## config.mk

```make
export PLATFORM = sky130hd
export DESIGN_NAME = hcd_bridge_ctrl
export DESIGN_NICKNAME = d
export VERILOG_FILES = /design/src/rtl/hcd_pkg.sv /design/src/rtl/hcd_bridge_ctrl.sv
export SDC_FILE = /design/constraint.sdc
export NUM_CORES = 1
export LEC_CHECK = 0
export BUFFER_PORTS_ARGS = -buffer_cell sky130_fd_sc_hd__buf_2
export CORE_ASPECT_RATIO = 0.5
export CORE_MARGIN = 1.5
export CORE_UTILIZATION = 45
export DETAILED_ROUTE_END_ITERATION = 6
export GPL_TIMING_DRIVEN = 0
export PLACE_DENSITY = 0.66
export SLEW_MARGIN = 20
export SYNTH_ARGS = -nofsm -noshare
export SYNTH_HDL_FRONTEND = slang
export SYNTH_SLANG_ARGS = --single-unit
```

## constraint.sdc

```tcl
create_clock -name sys_clk -period 1.8 [get_ports sys_clk]
set_clock_uncertainty 0.2 [all_clocks]
set_input_delay 0.18 -clock sys_clk [delete_from_list [all_inputs] [get_ports sys_clk]]
set_output_delay 0.18 -clock sys_clk [all_outputs]
set_load 0.01 [all_outputs]
```

## src/rtl/hcd_pkg.sv

```systemverilog
package hcd_pkg;
	// Clock of the control logic
	localparam int CLK_PERIOD_NS    = 20;

	// Internal oscillator range, switching frequency in kHz
	localparam int OSC_MIN_FREQ_KHZ = 100;
	localparam int OSC_MAX_FREQ_KHZ = 1000;

	// Half switching period in clock cycles: toggle rate is twice the switching rate
	localparam int OSC_HALF_MAX_CYC = 1000000 / (OSC_MIN_FREQ_KHZ * CLK_PERIOD_NS * 2);
	localparam int OSC_HALF_MIN_CYC = 1000000 / (OSC_MAX_FREQ_KHZ * CLK_PERIOD_NS * 2);
	localparam int HALF_W           = 9;

	// Watchdog limit: a longest time, so it rounds down
	localparam int WDOG_TIMEOUT_NS  = 55000;
	localparam int WDOG_CYC         = WDOG_TIMEOUT_NS / CLK_PERIOD_NS;
	localparam int WDOG_W           = 12;

	// Crossover dead time: a least time, so it rounds up
	localparam int DEAD_TIME_NS     = 20;
	localparam int DEAD_CYC         = (DEAD_TIME_NS + CLK_PERIOD_NS - 1) / CLK_PERIOD_NS;
	localparam int DEAD_W           = 4;

	// Bridge run state
	typedef enum logic {
		HCD_HOLD,
		HCD_RUN
	} hcd_state_e;
endpackage : hcd_pkg

```

## src/rtl/hcd_bridge_ctrl.sv

```systemverilog
`timescale 1ns/1ns
`default_nettype none

module hcd_bridge_ctrl #(
	parameter int HALF_W_P = hcd_pkg::HALF_W,
	parameter int WDOG_W_P = hcd_pkg::WDOG_W
) (
	input  wire logic                sys_clk,
	input  wire logic                rst_n,
	input  wire logic                mode_internal,
	input  wire logic                clock_or_rate_resistor_pin,
	input  wire logic                rate_resistor_fitted,
	input  wire logic [HALF_W_P-1:0] rate_half_period,
	input  wire logic                supply_low,
	input  wire logic                over_temp,
	output logic                     bridge_drive_out_a,
	output logic                     bridge_drive_out_b,
	output logic                     bridge_running
);
	import hcd_pkg::*;

	localparam logic [HALF_W_P-1:0] HALF_MAX = HALF_W_P'(OSC_HALF_MAX_CYC);
	localparam logic [HALF_W_P-1:0] HALF_MIN = HALF_W_P'(OSC_HALF_MIN_CYC);
	localparam logic [WDOG_W_P-1:0] WDOG_LIM = WDOG_W_P'(WDOG_CYC);
	localparam logic [DEAD_W-1:0]   DEAD_LD  = DEAD_W'(DEAD_CYC);

	hcd_state_e          state_reg;
	hcd_state_e          state_next;
	logic [HALF_W_P-1:0] osc_cnt_reg;
	logic [WDOG_W_P-1:0] wdog_cnt_reg;
	logic [DEAD_W-1:0]   dead_reg;
	logic                phase_reg;
	logic                pin_d_reg;
	logic                uv_meta_reg;
	logic                uv_sync_reg;
	logic                ot_meta_reg;
	logic                ot_sync_reg;

	wire logic                fault;
	wire logic                pin_rise;
	wire logic                pin_change;
	wire logic [HALF_W_P-1:0] half_sel;
	wire logic                osc_tick;
	wire logic                toggle;
	wire logic                stall;
	wire logic                drive_ok;
	wire logic                dead_idle;

	// Resistor sets the rate; clamp to the usable band
	assign half_sel   = !rate_resistor_fitted ? HALF_MAX :
	                    (rate_half_period > HALF_MAX) ? HALF_MAX :
	                    (rate_half_period < HALF_MIN) ? HALF_MIN : rate_half_period;
	assign osc_tick   = osc_cnt_reg >= half_sel - HALF_W_P'(1);
	assign pin_rise   = clock_or_rate_resistor_pin && !pin_d_reg;
	assign pin_change = clock_or_rate_resistor_pin != pin_d_reg;
	// Source select; the toggle stage sees only one edge kind
	assign toggle     = mode_internal ? osc_tick : pin_rise;
	// Two register stages follow the stall, so stop two counts short
	// of the limit to keep the disable inside the longest allowed time
	assign stall      = wdog_cnt_reg == WDOG_LIM - WDOG_W_P'(2);
	// Faults win over whichever source is running
	assign fault      = uv_sync_reg || ot_sync_reg;
	assign drive_ok   = (state_reg == HCD_RUN) && !fault;
	assign dead_idle  = dead_reg == '0;

	// Run state: stall or fault stops, mode high or a rising edge restarts
	always_comb begin
		state_next = state_reg;
		unique case (state_reg)
			HCD_RUN: begin
				if (fault || (!mode_internal && stall))
					state_next = HCD_HOLD;
			end
			HCD_HOLD: begin
				if (!fault && (mode_internal || pin_rise))
					state_next = HCD_RUN;
			end
		endcase
	end

	// Two-flop synchronisers for the analogue fault flags
	always_ff @(posedge sys_clk or negedge rst_n) begin
		if (!rst_n) begin
			uv_meta_reg <= 1'b1;
			uv_sync_reg <= 1'b1;
			ot_meta_reg <= 1'b0;
			ot_sync_reg <= 1'b0;
		end else begin
			uv_meta_reg <= supply_low;
			uv_sync_reg <= uv_meta_reg;
			ot_meta_reg <= over_temp;
			ot_sync_reg <= ot_meta_reg;
		end
	end

	// Oscillator divider, restarts when the external source is in use
	always_ff @(posedge sys_clk or negedge rst_n) begin
		if (!rst_n)
			osc_cnt_reg <= '0;
		else if (!mode_internal || osc_tick)
			osc_cnt_reg <= '0;
		else
			osc_cnt_reg <= osc_cnt_reg + HALF_W_P'(1);
	end

	// Watchdog: held clear in internal mode so a mode fall starts the count
	always_ff @(posedge sys_clk or negedge rst_n) begin
		if (!rst_n) begin
			wdog_cnt_reg <= '0;
			pin_d_reg    <= 1'b0;
		end else begin
			pin_d_reg <= clock_or_rate_resistor_pin;
			if (mode_internal || pin_change)
				wdog_cnt_reg <= '0;
			else if (!stall)
				wdog_cnt_reg <= wdog_cnt_reg + WDOG_W_P'(1);
		end
	end

	// Divide-by-two stage; each toggle opens a dead gap in both halves
	always_ff @(posedge sys_clk or negedge rst_n) begin
		if (!rst_n) begin
			phase_reg <= 1'b0;
			dead_reg  <= '0;
			state_reg <= HCD_HOLD;
		end else begin
			state_reg <= state_next;
			if (toggle) begin
				phase_reg <= !phase_reg;
				dead_reg  <= DEAD_LD;
			end else if (dead_reg != '0) begin
				dead_reg  <= dead_reg - DEAD_W'(1);
			end
		end
	end

	// Equal gaps on both edges keep the duty exactly balanced
	always_ff @(posedge sys_clk or negedge rst_n) begin
		if (!rst_n) begin
			bridge_drive_out_a <= 1'b0;
			bridge_drive_out_b <= 1'b0;
			bridge_running     <= 1'b0;
		end else begin
			bridge_drive_out_a <= drive_ok && phase_reg && (dead_reg == '0);
			bridge_drive_out_b <= drive_ok && !phase_reg && (dead_reg == '0);
			bridge_running     <= drive_ok;
		end
	end
endmodule : hcd_bridge_ctrl

`default_nettype wire

```

==> impl_metrics.csv, run 1 <==
group,metric,value,unit
run_status,status,"finished with violations",
run_status,violations,"negative setup slack",
clock_network,cts.sinks,35,
detailed_routing,viasPerCell,5.11,
power,irDropWorstVdd,0.000439,V
floorplan,die_h,49.4,um
synthesis,ys_seq_area_share,45.3,%
cells_and_area,synthToLayoutAreaGrowth,33.0,%
timing,post-route-period-util,176,%
job,maxCapViolCount,0,
detailed_routing,drc_errors,0,
cells_and_area,finish.instance_area,0.00258,sq mm
floorplan,dieWidth,95.8,um
global_route,grt_pass1_vias,1475,
setup_path,path_class,"input pin to register",
detailed_routing,num_vias,1542,
detailed_routing,first_pass_iters,5,
synthesis,synth_fp_nets,229,
timing,hold_viol_final,0,
synthesis,synth_cells,197,
floorplan,rows,16,
timing,fin_hold_ws,0.153,ns
floorplan,initial_utilization,48.4,%
setup_path,crit_path_end_kind,"register",
power,pwr_density_cell,732,mW/mm^2
timing,slew_headroom,49.4,%
clock_network,cts_buffer_depth,2,
timing,finalSetupViolCount,20,
clock_network,cts_tree,"yes",
cells_and_area,fin_util,64.3,%
cells_and_area,drive_gt1_share,29.8,%
timing,min_period,3.16,ns
floorplan,core,0.00400,sq mm
timing,slew_viol_final,0,
clock_network,cts_root_buf,"clkbuf_8",
global_route,grt_remaining_overflow,0,
timing,grt_setup_unrepaired,"true",
place,port_buffers,18,
clock_network,insertion_delay,0.29,ns
setup_path,crit_path_start,"rate_half_period[8]",
timing,timing.setup.tns,-18.55,ns
floorplan,dieArea,0.00473,sq mm
setup_path,start_kind,"input pin",
detailed_routing,finalWirelength,3750,um
place,preCtsSetupSlack,-2.15,ns
clock_network,cts_made_buffers,5,
global_route,grt_usage,18.0,%
global_route,grt_max_degree,36,
synthesis,synth_cell_types,35,
synthesis,synthFlopType,"dfrtp_1",
setup_path,cp_max_fo,5,
synthesis,yosysWarnings,0,
timing,fmax,316,MHz
clock_network,clk_pin_slew,0.07,ns
detailed_routing,wire_per_inst,12.4,um
clock_network,h-tree-depth,2,
timing,tightest_slew,0.758,ns
detailed_routing,antenna_left,0,
setup_path,crit_arrival,3.14,ns
cells_and_area,n_antenna_cell,0,
cells_and_area,fin_nets,279,
cells_and_area,largest_reg_flops,12,
place,hpwl,2450,um
synthesis,async_flop_share,100,%
detailed_routing,first_iter_violations,38,
global_route,grt_pass1_wl,6370,um
setup_path,crit_required,1.78,ns
power,p_leak,0.00122,uW
setup_path,reg2reg_from,"osc_cnt_reg[7]",
timing,worst_slack,-1.36,ns
floorplan,ios,19,
cells_and_area,fill_cells,331,
global_route,antenna_found_initial,0,
place,dpl_cell_area,0.00213,sq mm
worst_hold_path,min_from,"ot_meta_reg",
synthesis,synth_area,0.00194,sq mm
synthesis,ys_ff_latch,35,
synthesis,synth_area_per_cell,9.83,sq um
place,gp_congestion,0.744,
synthesis,synth-edff-count,0,
worst_hold_path,min_path_type,"register to register",
==> layout make-up <==
class	instances	area [sq um]	area share, %
clock inverter	2	12.5	0.486
timing repair buffer	43	325	12.6
inverter	9	33.8	1.31
multi-input combinational	152	1180	45.8
buffer	1	5.00	0.194
clock buffer	6	72.6	2.82
tap	54	67.6	2.62
sequential	35	878	34.1
==> cells in the final DEF (no fill, tap or decap), types with 4 or more instances in the layout <==
cell / synthesis / final
xnor2_1: 9 / 7
nand4_1: 6 / 6
ha_1: 16 / 15
buf_6: 0 / 4
nand3_1: 9 / 7
dfrtp_1: 33 / 33
xor2_1: 14 / 14
nor3_1: 8 / 5
inv_1: 9 / 8
nor2_1: 36 / 35
a21oi_1: 7 / 6
buf_2: 0 / 13
clkbuf_8: 0 / 5
dlygate4sd3_1: 0 / 5
nand2_1: 9 / 8
buf_4: 0 / 19
==> report_power, final <==
group          total [uW]  leakage (uW)  internal (uW)  switching [uW]
Sequential            912      0.000463            857            54.4
Clock                 555     0.0000412            270             285
Combinational         420      0.000719            200             220
Total                1890       0.00122           1330             559
==> worst paths after layout <==
kind,cells after the start,to,slack (ns)
max in group asynchronous,2,pin_d_reg,0.60
min in group asynchronous,2,wdog_cnt_reg[0],0.30
hold / removal,0,ot_sync_reg,0.15
hold reg to reg,0,ot_sync_reg,0.15
setup reg to reg,6,phase_reg,-0.21
setup / recovery,15,phase_reg,-1.36
==> per-stage QoR <==
| stage | total power [uW] | cells |
|---|---|---|
| finish | 1890 | 302 |
| CTS | 1860 | 297 |
| global route | 2010 | 302 |
| floorplan | 1160 | 197 |
| global placement | 1250 | 269 |
| detailed placement | 1260 | 269 |
==> worst max-delay path, cell delays in order <==
cell and delay (ns):
buf_8 0.10, nor4_4 0.30, a21oi_1 0.10, nor2_1 0.15
ha_2 0.19, nor3b_4 0.18, or4b_4 0.49, xnor2_2 0.15
nor2_1 0.06, ha_1 0.29, a21o_1 0.19, a221oi_4 0.31
o221ai_4 0.14, o21a_4 0.16, xor2_1 0.13
==> per-layer routing <==
metal	wire length, um	global-route usage (%)	up-vias
met5	0	0	-
met4	67	8.09	0
met3	106	4.21	6
met2	1820	30.0	18
met1	1750	22.2	745
li1	-	-	773
==> logic make-up after synthesis <==
family	Yosys count	share of synthesized area, %
and+or+nand+nor	91	24.3
DFF	35	45.3
xor gates and xnor gates	23	10.4
AOI/OAI and AO/OA	19	6.46
adders and majority gates	16	10.3
buffers and inverters	10	1.94
muxes	2	1.03
other	1	0.194
==> cell usage after synthesis, drive strengths merged (3+ instances only) <==
master,n,area [sq um]
nor3,10,66.3
nand2b,4,25.0
nor2,36,135
o21ai,3,15.0
a21oi,7,35.0
nand4,6,37.5
or4b,3,33.8
ha,16,200
dfrtp,33,826
nand3,9,45.0
and3,4,25.0
xnor2,9,78.8
a21o,3,22.5
inv,9,33.8
xor2,14,123
nand2,9,33.8
o21a,3,22.5
==> what timing repair did <==
action	CTS	global route
buffers inserted	15	6
hold endpoints to repair	37	0
pin swaps	11	11
hold buffers	5	0
endpoints found under the setup margin	22	28
resized for setup	20	18
Power figures use the tool's default switching activity.
==> run 2, diff against run 1 <==
==> constraint.sdc (replaced) <==
create_clock -name sys_clk -period 2.8 [get_ports sys_clk]
set_clock_uncertainty 0.2 [all_clocks]
set_input_delay 0.28 -clock sys_clk [delete_from_list [all_inputs] [get_ports sys_clk]]
set_output_delay 0.28 -clock sys_clk [all_outputs]
set_load 0.01 [all_outputs]
==> impl_metrics.csv, run 2 (same netlist as run 1, synthesis figures left out) <==
group,metric,value,unit
place,dpl_cell_area,0.00213,sq mm
floorplan,dieWidth,95.8,um
detailed_routing,first_pass_iters,4,
clock_network,h-tree-depth,2,
power,p_sw_share,29.2,%
timing,hold_viol_final,0,
clock_network,cts_buffer_depth,2,
place,hpwl,2510,um
detailed_routing,drc_errors,0,
detailed_routing,wire_per_inst,12.7,um
power,finalPower,1190,uW
timing,post-route-period-util,115,%
power,combinationalPowerShare,20.8,%
worst_hold_path,hold_depth,2,
detailed_routing,antenna_left,0,
timing,timing.setup.tns,-5.09,ns
floorplan,initial_utilization,48.4,%
setup_path,path_class,"input pin to register",
power,clockPowerShare,29.9,%
job,maxCapViolCount,0,
floorplan,ios,19,
power,pwr-share-seq,49.3,%
global_route,antenna_found_initial,0,
timing,grt_setup_unrepaired,"true",
detailed_routing,viasPerCell,5.09,
run_status,status,"finished with violations",
cells_and_area,largest_reg_flops,12,
place,gp_congestion,0.712,
power,irDropWorstVdd,0.000234,V
cells_and_area,n_antenna_cell,0,
timing,min_period,3.23,ns
setup_path,crit_path_end_kind,"register",
clock_network,cts.sinks,35,
global_route,grt_usage,17.5,%
detailed_routing,num_vias,1462,
worst_hold_path,min_to,"state_reg",
setup_path,crit_required,2.77,ns
cells_and_area,finish.instance_area,0.00241,sq mm
global_route,grt_pass1_wl,6190,um
timing,slew_viol_final,0,
cells_and_area,seq_area,878,sq um
floorplan,rows,16,
setup_path,crit_arrival,3.20,ns
setup_path,reg2reg_from,"osc_cnt_reg[7]",
timing,worst_slack,-0.431,ns
run_status,violations,"negative setup slack",
global_route,grt_max_degree,36,
detailed_routing,wl_met2,1720,um
worst_hold_path,min_from,"mode_internal",
clock_network,clk_pin_slew,0.07,ns
detailed_routing,met1_length,1810,um
detailed_routing,first_iter_violations,38,
cells_and_area,multi_input_area,0.00114,sq mm
cells_and_area,final_common_cell,"nor2_1",
setup_path,cp_max_fo,5,
global_route,grt_remaining_overflow,0,
timing,tightest_slew,0.757,ns
power,intPower,839,uW
timing,finalSetupViolCount,14,
cells_and_area,drive_gt1_share,22.3,%
cells_and_area,final_cell_mix,"nor2_1 (35), dfrtp_1 (33), ha_1 (15)",
power,pwr_density_cell,492,mW/mm^2
place,port_buffers,18,
power,switchingPower,347,uW
detailed_routing,top_layer,"met4",
cells_and_area,synthToLayoutAreaGrowth,24.4,%
setup_path,r2r_cells,6,
clock_network,cts_made_buffers,5,
setup_path,r2r_slack,0.76,ns
floorplan,die_h,49.4,um
floorplan,core,0.00400,sq mm
timing,slew_headroom,49.5,%
power,p_leak,0.00112,uW
clock_network,cts_tree,"yes",
detailed_routing,met3_wirelength,95,um
floorplan,dieArea,0.00473,sq mm
setup_path,rr_endpoint,"phase_reg",
worst_hold_path,min_path_type,"input pin to register",
setup_path,start_kind,"input pin",
global_route,grt_pass1_vias,1442,
clock_network,insertion_delay,0.29,ns
detailed_routing,finalWirelength,3640,um
cells_and_area,fin_nets,264,
timing,fmax,309,MHz
clock_network,cts_root_buf,"clkbuf_8",
cells_and_area,fill_cells,361,
==> run 2: stage by stage <==
stage          setup slack, ns  hold slack (ns)  util (%)  std cells
2_1_floorplan           -0.640           -0.216         -        197
3_3_place_gp             -1.19            0.134      53.3        269
3_5_place_dp             -1.25            0.138      53.3        269
4_1_cts                 -0.388           0.0809      60.2        287
5_1_grt                 -0.593           0.0872      60.2        287
6_report                -0.431           0.0895      60.2        287
==> run 2: what timing repair did <==
action / 4_1_cts / 5_1_grt
setup buffers: 6 / 0
hold buffers: 4 / 0
endpoints found under the hold margin: 36 / 0
resized for setup: 22 / 0
pin swaps: 11 / 1
endpoints found under the setup margin: 14 / 14
==> run 2: per-layer routing <==
metal	GRT usage (%)	up-vias
met5	0	-
met4	3.68	0
met3	6.54	2
met2	29.7	19
met1	21.1	696
li1	-	745
==> run 2: cell type report <==
type | instances | area share, %
sequential | 35 | 36.5
buffer | 1 | 0.156
clock inverter | 2 | 0.519
tap | 54 | 2.81
timing repair buffer | 28 | 8.10
multi-input combinational | 152 | 47.5
inverter | 9 | 1.40
clock buffer | 6 | 3.01
==> run 2: worst max path at each step <==
stage / startpoint / depth (start not counted) / slack [ns] / endpoint
finish: rate_half_period[6] / 16 / -0.43 / phase_reg
floorplan: rate_half_period[6] / 14 / -0.64 / phase_reg
detailed placement: rate_half_period[3] / 16 / -1.25 / phase_reg
global route: rate_half_period[8] / 15 / -0.59 / phase_reg
CTS: rate_half_period[8] / 15 / -0.39 / phase_reg
global placement: rate_half_period[3] / 16 / -1.19 / phase_reg
==> run 2: critical path, cell delays in order <==
cell,delay [ns]
buf_4,0.14
nand3_4,0.10
nor3_4,0.20
nor2_2,0.09
o21ai_2,0.08
ha_2,0.19
nor3b_4,0.18
or4b_4,0.50
xnor2_2,0.14
nor2_1,0.06
ha_1,0.30
a21o_1,0.19
a221oi_4,0.30
o221ai_4,0.15
o21a_4,0.17
xor2_1,0.14
==> run 2: power groups by stage <==
stage	registers, uW	logic [uW]	clock network, uW
6_report	585	246	355
5_1_grt	590	284	394
4_1_cts	584	247	367
3_5_place_dp	593	219	0
3_3_place_gp	592	211	0
2_1_floorplan	586	162	0
